File: config.mk
export PLATFORM = sky130hd
export DESIGN_NAME = icd_core
export DESIGN_NICKNAME = d
export VERILOG_FILES = /design/src/common/icd_pkg.sv /design/src/hdl/icd_core.sv /design/src/hdl/icd_step.sv
export SDC_FILE = /design/constraint.sdc
export NUM_CORES = 1
export LEC_CHECK = 0
export ABC_CLOCK_PERIOD_IN_PS = 7800
export BUFFER_PORTS_ARGS = -buffer_cell sky130_fd_sc_hd__buf_4
export CAP_MARGIN = 20
export CELL_PAD_IN_SITES_DETAIL_PLACEMENT = 0
export CELL_PAD_IN_SITES_GLOBAL_PLACEMENT = 2
export CORE_MARGIN = 2
export CORE_UTILIZATION = 35
export DETAILED_ROUTE_END_ITERATION = 8
export PLACE_DENSITY_LB_ADDON = 0.15
export SLEW_MARGIN = 20
export SYNTH_ARGS = -nofsm -noshare
export SYNTH_HDL_FRONTEND = slang
export SYNTH_SLANG_ARGS = --single-unit
File: constraint.sdc
create_clock -name ref_clk -period 7.8 [get_ports ref_clk]
set_input_delay 0 -clock ref_clk [delete_from_list [all_inputs] [get_ports ref_clk]]
set_output_delay 0 -clock ref_clk [all_outputs]
set_load 0.01 [all_outputs]
File: src/common/icd_pkg.sv
// Package for the increment/decrement, branch and interrupt-control unit
package icd_pkg;

    // ****************************************************************
    // Register map (Wishbone word addresses are byte offsets)
    // ****************************************************************
    localparam logic [7:0] OFF_CMD      = 8'h00;
    localparam logic [7:0] OFF_DATA     = 8'h04;
    localparam logic [7:0] OFF_WORK     = 8'h08;
    localparam logic [7:0] OFF_PAGE     = 8'h0C;
    localparam logic [7:0] OFF_STATUS   = 8'h10;
    localparam logic [7:0] OFF_PC       = 8'h14;
    localparam logic [7:0] OFF_FILE     = 8'h80;

    // Command word fields
    localparam int CMD_OP_LSB     = 0;
    localparam int CMD_ADDR_LSB   = 4;
    localparam int CMD_DEST_BIT   = 10;

    // Reset values
    localparam logic [7:0] WORK_RST = 8'h00;
    localparam logic [7:0] PAGE_RST = 8'h00;
    localparam logic [9:0] PC_RST   = 10'h000;

    // Sizes
    localparam int FILE_DEPTH = 64;

    // Cycle counts
    localparam logic [1:0] CYC_ONE = 2'h1;
    localparam logic [1:0] CYC_TWO = 2'h2;

    // Operation codes
    typedef enum logic [3:0] {
        ICD_OP_NOP  = 4'h0,
        ICD_OP_DEC  = 4'h1,
        ICD_OP_INC  = 4'h2,
        ICD_OP_INCS = 4'h3,
        ICD_OP_IOFF = 4'h4,
        ICD_OP_ION  = 4'h5,
        ICD_OP_CBR  = 4'h6
    } icd_op_t;

    // Decoded instruction
    typedef struct packed {
        icd_op_t    op;
        logic [5:0] addr;
        logic       dest;
    } icd_cmd_t;

    // Execution states
    typedef enum logic [1:0] {
        ICD_IDLE = 2'b00,
        ICD_EXEC = 2'b01,
        ICD_WAIT = 2'b10
    } icd_state_t;

endpackage

File: src/hdl/icd_core.sv
// Execution unit for step, skip, interrupt-enable and computed branch ops
//
// The implementer's own choices: the Wishbone slave port and the address map.
`timescale 1ns/1ps
module icd_core
(
    input  wire logic        ref_clk,
    input  wire logic        sys_rst,
    input  wire logic        wb_cyc_i,
    input  wire logic        wb_stb_i,
    input  wire logic        wb_we_i,
    input  wire logic [7:0]  wb_adr_i,
    input  wire logic [3:0]  wb_sel_i,
    input  wire logic [31:0] wb_dat_i,
    output logic      [31:0] wb_dat_o,
    output logic             wb_ack_o,
    output logic             global_irq_allow,
    output logic      [9:0]  pc_out,
    output logic             skip_next,
    output logic             busy
);

    // ****************************************************************
    // Storage and state
    // ****************************************************************
    logic [7:0]          file_r [icd_pkg::FILE_DEPTH];
    logic [7:0]          work_r, work_nxt;
    logic [7:0]          page_r, page_nxt;
    logic                zero_r, zero_nxt;
    logic                gie_r, gie_nxt;
    logic [9:0]          pc_r, pc_nxt;
    logic                skip_r, skip_nxt;
    logic                busy_r, busy_nxt;
    logic                ack_r, ack_nxt;
    logic [31:0]         dat_r, dat_nxt;
    logic [1:0]          cnt_r, cnt_nxt;
    icd_pkg::icd_state_t st_r, st_nxt;
    icd_pkg::icd_cmd_t   cmd_r, cmd_nxt;
    logic                fwe;
    logic [5:0]          fadr;
    logic [7:0]          fdat;
    logic [7:0]          step_res;
    logic                step_zero;
    logic                req;
    logic                wr_ok;

    assign req   = wb_cyc_i && wb_stb_i && !ack_r;
    assign wr_ok = req && wb_we_i && wb_sel_i[0];

    // Shared step arithmetic for all three step operations
    icd_step u_step
    (
        .operand (file_r[cmd_r.addr]),
        .down    (cmd_r.op == icd_pkg::ICD_OP_DEC),
        .result  (step_res),
        .is_zero (step_zero)
    );

    // ****************************************************************
    // Next-state logic
    // ****************************************************************
    // Bus writes are refused while an op runs so software cannot race it
    always_comb
    begin
        work_nxt = work_r;
        page_nxt = page_r;
        zero_nxt = zero_r;
        gie_nxt  = gie_r;
        pc_nxt   = pc_r;
        skip_nxt = 1'b0;
        cnt_nxt  = cnt_r;
        st_nxt   = st_r;
        cmd_nxt  = cmd_r;
        fwe      = 1'b0;
        fadr     = cmd_r.addr;
        fdat     = step_res;
        ack_nxt  = req;
        dat_nxt  = 32'h0000_0000;
        case (st_r)
            icd_pkg::ICD_IDLE:
            begin
                if (wr_ok && wb_adr_i == icd_pkg::OFF_CMD)
                begin
                    cmd_nxt = icd_pkg::icd_cmd_t'({
                        wb_dat_i[icd_pkg::CMD_OP_LSB+:4],
                        wb_dat_i[icd_pkg::CMD_ADDR_LSB+:6],
                        wb_dat_i[icd_pkg::CMD_DEST_BIT]});
                    st_nxt  = icd_pkg::ICD_EXEC;
                end
                else if (wr_ok && wb_adr_i == icd_pkg::OFF_WORK)
                    work_nxt = wb_dat_i[7:0];
                else if (wr_ok && wb_adr_i == icd_pkg::OFF_PAGE)
                    page_nxt = wb_dat_i[7:0];
                else if (wr_ok && wb_adr_i >= icd_pkg::OFF_FILE
                         && wb_adr_i[1:0] == 2'b00)
                begin
                    fwe  = 1'b1;
                    fadr = wb_adr_i[7:2] - 6'h20;
                    fdat = wb_dat_i[7:0];
                end
            end
            icd_pkg::ICD_EXEC:
            begin
                st_nxt  = icd_pkg::ICD_IDLE;
                cnt_nxt = icd_pkg::CYC_ONE;
                case (cmd_r.op)
                    icd_pkg::ICD_OP_DEC,
                    icd_pkg::ICD_OP_INC,
                    icd_pkg::ICD_OP_INCS:
                    begin
                        zero_nxt = step_zero;
                        if (cmd_r.dest)
                            fwe = 1'b1;
                        else
                            work_nxt = step_res;
                        if (cmd_r.op == icd_pkg::ICD_OP_INCS && step_zero)
                        begin
                            skip_nxt = 1'b1;
                            cnt_nxt  = icd_pkg::CYC_TWO;
                            st_nxt   = icd_pkg::ICD_WAIT;
                        end
                    end
                    icd_pkg::ICD_OP_IOFF: gie_nxt = 1'b0;
                    icd_pkg::ICD_OP_ION:  gie_nxt = 1'b1;
                    icd_pkg::ICD_OP_CBR:
                    begin
                        pc_nxt  = {page_r[1:0], work_r};
                        cnt_nxt = icd_pkg::CYC_TWO;
                        st_nxt  = icd_pkg::ICD_WAIT;
                    end
                    default: ;
                endcase
            end
            icd_pkg::ICD_WAIT:
                st_nxt = icd_pkg::ICD_IDLE;
            default:
                st_nxt = icd_pkg::ICD_IDLE;
        endcase
        // Read mux
        case (wb_adr_i)
            icd_pkg::OFF_CMD:    dat_nxt = {21'h0, cmd_r.dest,
                                            cmd_r.addr, cmd_r.op};
            icd_pkg::OFF_WORK:   dat_nxt = {24'h0, work_r};
            icd_pkg::OFF_PAGE:   dat_nxt = {24'h0, page_r};
            icd_pkg::OFF_STATUS: dat_nxt = {26'h0, cnt_r, busy_r,
                                            skip_r, gie_r, zero_r};
            icd_pkg::OFF_PC:     dat_nxt = {22'h0, pc_r};
            default:
                if (wb_adr_i >= icd_pkg::OFF_FILE)
                    dat_nxt = {24'h0, file_r[wb_adr_i[7:2] - 6'h20]};
                else
                    dat_nxt = 32'h0000_0000;
        endcase
        // Busy is registered so the output pin comes straight off a flop
        busy_nxt = (st_nxt != icd_pkg::ICD_IDLE);
    end

    // ****************************************************************
    // Registers
    // ****************************************************************
    // Register file itself has no reset, like real core RAM
    always_ff @(posedge ref_clk)
    begin
        if (fwe)
            file_r[fadr] <= fdat;
    end

    // Control state
    always_ff @(posedge ref_clk)
    begin
        if (sys_rst)
        begin
            work_r <= icd_pkg::WORK_RST;
            page_r <= icd_pkg::PAGE_RST;
            zero_r <= 1'b0;
            gie_r  <= 1'b0;
            pc_r   <= icd_pkg::PC_RST;
            skip_r <= 1'b0;
            busy_r <= 1'b0;
            ack_r  <= 1'b0;
            dat_r  <= 32'h0000_0000;
            cnt_r  <= 2'h0;
            st_r   <= icd_pkg::ICD_IDLE;
            cmd_r  <= '0;
        end
        else
        begin
            work_r <= work_nxt;
            page_r <= page_nxt;
            zero_r <= zero_nxt;
            gie_r  <= gie_nxt;
            pc_r   <= pc_nxt;
            skip_r <= skip_nxt;
            busy_r <= busy_nxt;
            ack_r  <= ack_nxt;
            dat_r  <= dat_nxt;
            cnt_r  <= cnt_nxt;
            st_r   <= st_nxt;
            cmd_r  <= cmd_nxt;
        end
    end

    assign wb_ack_o         = ack_r;
    assign wb_dat_o         = dat_r;
    assign global_irq_allow = gie_r;
    assign pc_out           = pc_r;
    assign skip_next        = skip_r;
    assign busy             = busy_r;
endmodule

File: src/hdl/icd_step.sv
// Eight-bit step unit: add or subtract one, with zero detect
`timescale 1ns/1ps
module icd_step
(
    input  wire logic [7:0] operand,
    input  wire logic       down,
    output logic      [7:0] result,
    output logic            is_zero
);

    // Wraps modulo 256 on purpose
    always_comb
    begin
        result  = down ? operand - 8'h01 : operand + 8'h01;
        is_zero = (result == 8'h00);
    end

endmodule

Yosys cells after proc, flatten, opt, wreduce, memory -nomap -nowiden
Memories as Yosys holds them, arrays and structs flattened. A register that Yosys moved wholly into a read port is not among the register bits.
Cells that the tools add are included.
{ "word_totals": {"reg_bits": 78, "latchBits": 0, "ram_bits": 512, "romBits": 0, "in_bits": 49, "output_inout_bits": 46, "elab_cells": 101, "memories": 1} }
{ "mem_list": {"columns": ["name", "depth", "word_bits", "read_ports", "rd_ports_with_merged_regs", "wr", "line_no", "text"], "rows": [
  ["file_r", 64, 8, 2, 1, 1, "icd_core.sv:26", "logic [7:0] file_r [icd_pkg::FILE_DEPTH];"]
]} }
{ "classes": {"add_sub_neg": 3, "mul": 0, "div": 0, "order_cmp": 1, "n_eq_ne": 15, "n_shift": 0, "mux": 37, "bitwise_logic": 4, "reduce_logical": 26} }
{ "ops": {"columns": ["operator", "count"], "rows": [
  ["8-bit 2-to-1 mux", 11],
  ["11-bit one-hot mux with 5 select lines", 1],
  ["6-bit 2-to-1 mux", 7],
  ["8-bit by 4-bit equality test with 1-bit output, second input constant", 2],
  ["8-bit by 5-bit equality test with 1-bit output, second input constant", 2],
  ["8-bit zero test", 2],
  ["8-bit one-hot mux with 2 select lines", 1],
  ["4-bit by 3-bit equality test with 1-bit output, second input constant", 3],
  ["2-bit one-hot mux with 2 select lines", 3],
  ["1-bit logical AND", 10],
  ["1-bit 2-to-1 mux", 9],
  ["8-bit by 1-bit adder with 8-bit output, second input constant", 1],
  ["4-bit by 2-bit equality test with 1-bit output, second input constant", 2],
  ["8-bit >= comparator, second input constant", 1],
  ["2-bit inequality test, second input constant", 4],
  ["2-bit AND reduction", 4],
  ["8-bit by 1-bit subtractor with 8-bit output, second input constant", 1],
  ["2-bit 2-to-1 mux", 3],
  ["2-bit nonzero test", 3],
  ["3-bit OR reduction", 2],
  ["6-bit subtractor, second input constant", 1],
  ["5-bit AND reduction", 1],
  ["4-bit by 1-bit equality test with 1-bit output, second input constant", 1],
  ["2-bit zero test", 2],
  ["other kinds (5)", 9]
]} }

Depth between registers and ports, before layout
Gate-level depths: netlist (run 1).
{ "depth": {"depth_word": 13, "depth_mapped": 18, "mapped_depth_nobuf": 14} }

Modules after synthesis
Synthesis (run 1) repeated with hierarchy kept, for this count alone.
{ "hier_totals": {"hier_cells": 1485, "hier_area_um2": 25562.0} }
{ "by_module_without_submodules": {"columns": ["mod", "instances", "cells_each", "area_per_inst_um2", "seq_area_each_um2"], "rows": [
  ["icd_core", 1, 1443, 25235.5, 16636.0],
  ["icd_step", 1, 42, 326.6, 0.0]
]} }

Worst setup path before layout (run 1)
No wires, ideal clock.
{ "synth_timing": {"path_type": "register to register", "startpoint": "register (tool-made name)", "endpoint": "memory file_r[0][4], data pin", "setup_time_ps": 702, "arrival_ps": 6274, "required_ps": 7098, "path_slack_ps": 824, "stages_incl_launch_ff": 14, "path_buffers": 5, "period_less_slack_ps": 6976, "path_cell_list": "dfxtp_1 > buf_2 > buf_2 > buf_2 > buf_2 > buf_1 > mux4_2 > mux4_2 > mux4_2 > fa_1 > a211oi_1 > nor2_1 > xnor2_1 > o21ai_0"} }
{ "synth_lines": {"columns": ["element", "line_no"], "rows": [
  ["end: declaration", "icd_core.sv:26"]
]} }

==> results by group, run 1 <==
STA
  • Worst Hold Margin: 0.174 ns
  • Final worst path period need: 5.87 ns
  • Clock skew: 0.0187 ns
  • Worst slew pin tran: 1.11 ns
  • Final period util: 0.752
  • Slew Limit Fails: 0
  • Final hold violation count: 0
  • Upper clock frequency limit: 170 MHz
  • RSZ-0062 raised after global routing: false
  • # setup viols final: 0
  • Max-slew headroom: 0.257
  • Total negative slack: 0 ns

Setup path
  • R2R depth: 15
  • CP startpoint kind: flop
  • R2R Path End: file_r[54][7]$_DFFE_PP_
  • Crit path capture: file_r[54][7]$_DFFE_PP_
  • CP required: 8.09 ns
  • Worst EP arrival: 6.15 ns
  • Crit-path max FO: 64
  • Critical Path End Type: flop
  • Critical path class: reg2reg
  • Flop-to-flop setup slack: 1.93 ns

Die
  • Core footprint: 71,100 µm²
  • Die area: 73,700 µm²
  • Die Y: 272 µm
  • Die Width: 272 µm
  • Initial core utilization: 0.352
  • Num rows: 98
  • IO Pins: 95

Clock tree
  • TritonCTS clock tree: yes
  • # clock sinks: 575
  • Root Buffer: clkbuf_16
  • CTS Buf Count: 66
  • Worst-Skew Late Latency: 0.59 ns
  • CTS clk-pin slew, worst paths: 0.06 ns
  • Worst-case clock buffer depth: 3
  • H-Tree Depth: 3

Synthesis
  • Mapped Area: 25,100 µm²
  • Synth cell types: 61
  • Post-Synth Adder-Cell Area: 0.00429
  • Ys async rst share: 0
  • Multiplexer area fraction after synthesis: 0.232
  • Post-synth top flop: edfxtp_1
  • Cell taking the most area after synthesis: edfxtp_1
  • Synth top area cells: edfxtp_1, mux4_2, dfxtp_1, mux2i_1, nor2_1
  • Yosys reg bits: 575
  • Post-synthesis simple-gate area fraction: 0.0459
  • Avg Cell Area, Syn: 18.5 µm²
  • Register area share after synthesis: 0.664
  • Post-Synth XOR/XNOR Area: 0.00240
  • EDFF count, synth: 512
  • Synth Area in Compound Gates: 0.0289
  • Synth Instances: 1,356
  • Warnings from Yosys: 0
  • Yosys top cell area share: 0.614
  • Largest family of logic cells by synthesized area: multiplexers

Global route
  • Remaining Overflow, GRT: 0
  • Initial antenna violation count: 2
  • Largest net degree at the start of global routing: 65
  • Total global-route track usage: 0.197
  • Vias in the first global route: 13,800
  • First-pass GRT wire length: 104 mm

Min path
  • Worst hold-check path type: in2reg

Place
  • Cell count after placement: 2,313
  • DP Wirelength: 45.9 mm
  • Port Buffer Count: 49
  • Gpl congestion: 0.821

Final layout
  • Commonest non-fill, non-tap cells in the layout: edfxtp_1, mux4_2, nor2_1, buf_4, nand2_1
  • Final non-filler cell total: 2,450
  • Ant diodes: 0
  • Register Area: 16,600 µm²
  • Layout cells sized above 1: 0.291
  • Multi-input logic area: 8000 µm²
  • Most common cell after layout, fill and taps aside: edfxtp_1
  • Area Growth Syn to Fin: 15.2%
  • Fin util: 0.406
  • Nets: 1,509
  • Fillcell total: 6,423

Run status
  • Outcome: completed

Drt
  • Initial drt markers: 1,233
  • Routed WL: 72.1 mm
  • Post-route ant nets: 0
  • Number of remaining DRC errors: 0
  • Vias per cell: 5.47
  • Vias: 13,400
  • WL/cell: 29.4 µm
  • Router iterations before antenna repair: 7

Power
  • VDD IR max: 0.184 mV
  • Lkg Pwr: 9.08 nW
  • Pwr Density: 224 nW/µm²
  • Total power: 6.45 mW

Run
  • Max-Cap Viols: 0
-- worst max-delay path: stages (launching register included) --
cell and delay (ns):
dfxtp_4 0.87, buf_12 0.36, mux4_2 0.60, mux4_2 0.58
mux4_2 0.51, ha_1 0.37, a21oi_1 0.20, o21bai_1 0.09
a21oi_1 0.15, nor2b_1 0.08, o21a_1 0.16, a211o_1 0.28
xnor2_1 0.46, nand2_1 0.14, nand2_2 0.08, buf_4 0.55
-- flip-flops by register name, summed over array words and instances, names as in the netlist, named ones only --
name and cells:
busy 1, work_r 8, global_irq_allow 1, pc_out 10
cnt_r 2, wb_dat_o 11, st_r 2, file_r 512
page_r 8, wb_ack_o 1, cmd_r 11, zero_r 1
skip_next 1
-- metal layers --
layer	GRT usage	vias to the layer above	share of wire	routed length, µm
met1	0.272	7192	0.44	31700
met3	0.0317	94	0.044	3190
met2	0.326	371	0.49	35300
met4	0.0541	0	0.026	1890
li1	-	5749	-	-
met5	0	-	0	0
-- kinds of logic after synthesis --
kind of cell	count (synthesis)
flip-flops	575
AND/OR/NAND/NOR	254
adder cells (fa/ha/maj)	8
multiplexers	295
other	1
AO/OA/AOI/OAI	103
buffers and inverters	114
XOR/XNOR	6
-- final cells by class --
| class | instances | area share |
|---|---|---|
| clock buffer | 85 | 0.0629 |
| clock inverter | 31 | 0.00854 |
| inverter | 10 | 0.00130 |
| multi-input combinational | 687 | 0.277 |
| sequential | 575 | 0.577 |
| tap | 950 | 0.0412 |
| timing repair buffer | 112 | 0.0323 |
-- synth_stat cells (6+ instances only) --
cell        n
o22ai_1    10
nand3_1     8
buf_4      23
clkbuf_1   45
buf_1      12
a22oi_1    16
and3_1      7
nor3_1      7
a31oi_1     6
nor2_1    116
buf_2      22
a21oi_1    24
dfxtp_1    63
nor2b_1     9
nand2_1    75
mux4_1     11
mux4_2    213
ha_1        7
o21ai_0     8
edfxtp_1  512
mux2_2     13
inv_1       9
mux2i_1    58
a222oi_1    8
-- report_power, final --
group | internal, mW | switching [mW]
combinational | 0.0670 | 0.0910
sequential | 3.31 | 0.00108
clock | 1.77 | 1.21
total | 5.15 | 1.30
-- metrics by stage --
step,setup slack (ns),area [µm²]
floorplan,0.824,25100
global placement,1.91,26600
detailed placement,1.95,26600
CTS,1.91,28800
global route,1.61,28900
finish,1.93,28900
-- worst min path at each step --
| stage | start | end | slack (ns) | cells after the start |
|---|---|---|---|---|
| after floorplan | wb_dat_i[10] | cmd_r[0]$_SDFFE_PP0P_ | 0.14 | 2 |
| after global placement | wb_dat_i[10] | cmd_r[0]$_SDFFE_PP0P_ | 0.24 | 3 |
| after detailed placement | wb_dat_i[10] | cmd_r[0]$_SDFFE_PP0P_ | 0.25 | 3 |
| after CTS | wb_adr_i[0] | wb_dat_o[9]$_SDFF_PP0_ | 0.13 | 6 |
| after global routing | wb_adr_i[0] | wb_dat_o[9]$_SDFF_PP0_ | 0.19 | 6 |
| final | wb_adr_i[0] | wb_dat_o[9]$_SDFF_PP0_ | 0.17 | 6 |
-- repair_timing --
action                                 4_1_cts  5_1_grt
setup buffers                                0        0
gates resized for setup                      0        0
hold buffers                                20        0
endpoints found under the hold margin       51        0
Note: power is estimated with default switching activity, not from simulation.
==> run 2: changes to the inputs <==
- ABC_CLOCK_PERIOD_IN_PS: 7800 -> 5850
- clock period: 7.8 -> 5.85 ns (I/O delays scaled with it)
==> results by group, run 2 (synthesis results as in run 1) <==
STA
  • Final period util: 0.900 (+0.148)
  • Worst Hold Margin: 0.178 ns (+0.00401 ns)
  • RSZ-0062 raised after global routing: false
  • Slew Limit Fails: 0 (unchanged)
  • Final hold violation count: 0 (unchanged)
  • Total negative slack: 0 ns (unchanged)
  • Final worst path period need: 5.26 ns (-0.601 ns)
  • Worst slew pin tran: 1.13 ns (+0.0203 ns)
  • Clock skew: 0.0261 ns (+0.00739 ns)
  • Upper clock frequency limit: 190 MHz (+11%)
  • # setup viols final: 0 (unchanged)
  • Max-slew headroom: 0.243 (-0.0136)

Drt
  • Initial drt markers: 1,234 (+0.081%)
  • WL/cell: 29.3 µm (-0.30%)
  • Metal3 WL: 3.29 mm (+3.1%)
  • M1 WL: 31.7 mm (+0.21%)
  • Routed WL: 72.6 mm (+0.71%)
  • Router iterations before antenna repair: 7 (unchanged)
  • Vias: 13,400 (-0.33%)
  • Vias per cell: 5.40 (-1.3%)
  • Highest metal used: met4
  • Met2 Routed Length: 35.9 mm (+1.7%)
  • Post-route ant nets: 0 (unchanged)
  • Number of remaining DRC errors: 0 (unchanged)

Place
  • Gpl congestion: 0.821 (unchanged)
  • DP Wirelength: 47.4 mm (+3.4%)
  • Placed inst area: 26,800 µm² (+0.91%)
  • Port Buffer Count: 49 (unchanged)

Die
  • Die area: 73,700 µm² (unchanged)
  • Num rows: 98 (unchanged)
  • Core footprint: 71,100 µm² (unchanged)
  • Die Y: 272 µm (unchanged)
  • Die Width: 272 µm (unchanged)
  • IO Pins: 95 (unchanged)
  • Initial core utilization: 0.352 (unchanged)

Clock tree
  • TritonCTS clock tree: yes
  • Postcts setup bufs: 0 (unchanged)
  • CTS resizes: 0 (unchanged)
  • CTS clk-pin slew, worst paths: 0.06 ns (about the same)
  • CTS Buf Count: 67 (+1.5%)
  • Hold Buf Count CTS: 20 (unchanged)
  • Worst-Skew Late Latency: 0.60 ns (about the same)
  • # clock sinks: 575 (unchanged)
  • H-Tree Depth: 3 (unchanged)
  • Worst-case clock buffer depth: 3 (unchanged)
  • Root Buffer: clkbuf_16

Global route
  • Initial antenna violation count: 1 (-1)
  • Largest net degree at the start of global routing: 65 (unchanged)
  • Vias in the first global route: 13,900 (+0.65%)
  • First-pass GRT wire length: 103 mm (-0.31%)
  • Remaining Overflow, GRT: 0 (unchanged)
  • Total global-route track usage: 0.198 (+0.000704)

Setup path
  • Max incr delay on CP: 0.74 ns (-0.13 ns)
  • Critical path depth: 15 (unchanged)
  • CP dominant cell by count: mux4_2
  • CP max-delay cell: dfxtp_4
  • CP startpoint kind: flop
  • Critical path class: reg2reg
  • Critical Path End Type: flop
  • Worst path cell trace: buf_4, mux4_2, mux4_2, mux4_2, ha_1, inv_1, o21bai_1, a21oi_1, nor2b_1, o21a_1, a211o_1, xnor2_1, nand2_1, nand2_2, buf_12
  • Buf+Inv Stages, Crit Path: 3 (+1)
  • Largest delay share family, worst path: multiplexers
  • Worst EP arrival: 5.63 ns (-0.52 ns)
  • R2R depth: 15 (unchanged)
  • Crit-path max FO: 64 (unchanged)
  • CP required: 6.22 ns (-1.87 ns)

Final layout
  • Max reg flops: 512 (unchanged)
  • Nets: 1,533 (+1.6%)
  • Ant diodes: 0 (unchanged)
  • Layout cells sized above 1: 0.300 (+0.00966)
  • Area Growth Syn to Fin: 16.9%
  • Commonest non-fill, non-tap cells in the layout: edfxtp_1, mux4_2, nor2_1, buf_4, nand2_1
  • Final instance area: 29,300 µm² (+1.5%)
  • Most common cell after layout, fill and taps aside: edfxtp_1
  • Biggest register: file_r

Run
  • Max-Cap Viols: 0 (unchanged)

Run status
  • Outcome: completed

Power
  • Pwr Density: 304 nW/µm² (+36%)
  • VDD IR max: 0.192 mV (+4.5%)
  • Lkg Pwr: 9.30 nW (+2.5%)

Min path
  • Hold depth: 6 (unchanged)
  • Worst hold-check path type: in2reg
## run 2: cell count changes in the layout (fill, tap and decap cells not counted), sizes merged
cell,before,now
clkinv,24,23
clkbuf,85,79
bufinv,4,10
buf,92,115
clkinvlp,1,4
## run 2: final timing paths
path / startpoint / to / slack, ns
setup reg to reg: flop / file_r[40][7]$_DFFE_PP_ / 0.59
hold / removal: wb_adr_i[0] / wb_dat_o[8]$_SDFF_PP0_ / 0.18
setup / recovery: flop / file_r[40][7]$_DFFE_PP_ / 0.59
hold reg to reg: pc_out[1]$_SDFFE_PP0P_ / pc_out[1]$_SDFFE_PP0P_ / 0.47
## run 2: worst reg2reg max path, delay by kind of cell, from the launching register on
| kind | cells | cell delay, ns |
|---|---|---|
| AOI/OAI and AO/OA | 4 | 0.70 |
| xor gates and xnor gates | 1 | 0.36 |
| adders and majority gates | 1 | 0.34 |
| buffers and inverters | 3 | 0.84 |
| DFF | 1 | 0.74 |
| muxes | 3 | 1.68 |
| and+or+nand+nor | 3 | 0.31 |
## run 2: final cells by class
| type | count | area, µm² |
|---|---|---|
| clock buffers | 79 | 1760 |
| clock inverters | 39 | 444 |
| fillers | 6384 | 41800 |
| inverters | 10 | 37.5 |
| multi-input cells | 687 | 7990 |
| flip-flops and latches | 575 | 16600 |
| well taps | 950 | 1190 |
| repair buffers | 135 | 1230 |
## run 2: power breakdown
group	switching, mW	internal (mW)
logic	0.121	0.0910
registers	0.00134	4.41
clock network	1.67	2.59
total	1.80	7.10
## run 2: layer usage
metal | up-vias | track usage
met4 | 0 | 0.0602
met3 | 87 | 0.0303
met2 | 384 | 0.328
met5 | - | 0
li1 | 5804 | -
met1 | 7087 | 0.270
## run 2: per-stage QoR
stage / total power, mW / worst slack (ns) / util / std cells
after detailed placement: 4.71 / 0.524 / 0.377 / 2333
after global placement: 4.71 / 0.593 / 0.377 / 2333
final: 8.89 / 0.586 / 0.412 / 2475
after global routing: 9.16 / 0.295 / 0.412 / 2475
after floorplan: 4.63 / 0.150 / - / 1376
after CTS: 8.99 / 0.469 / 0.411 / 2471
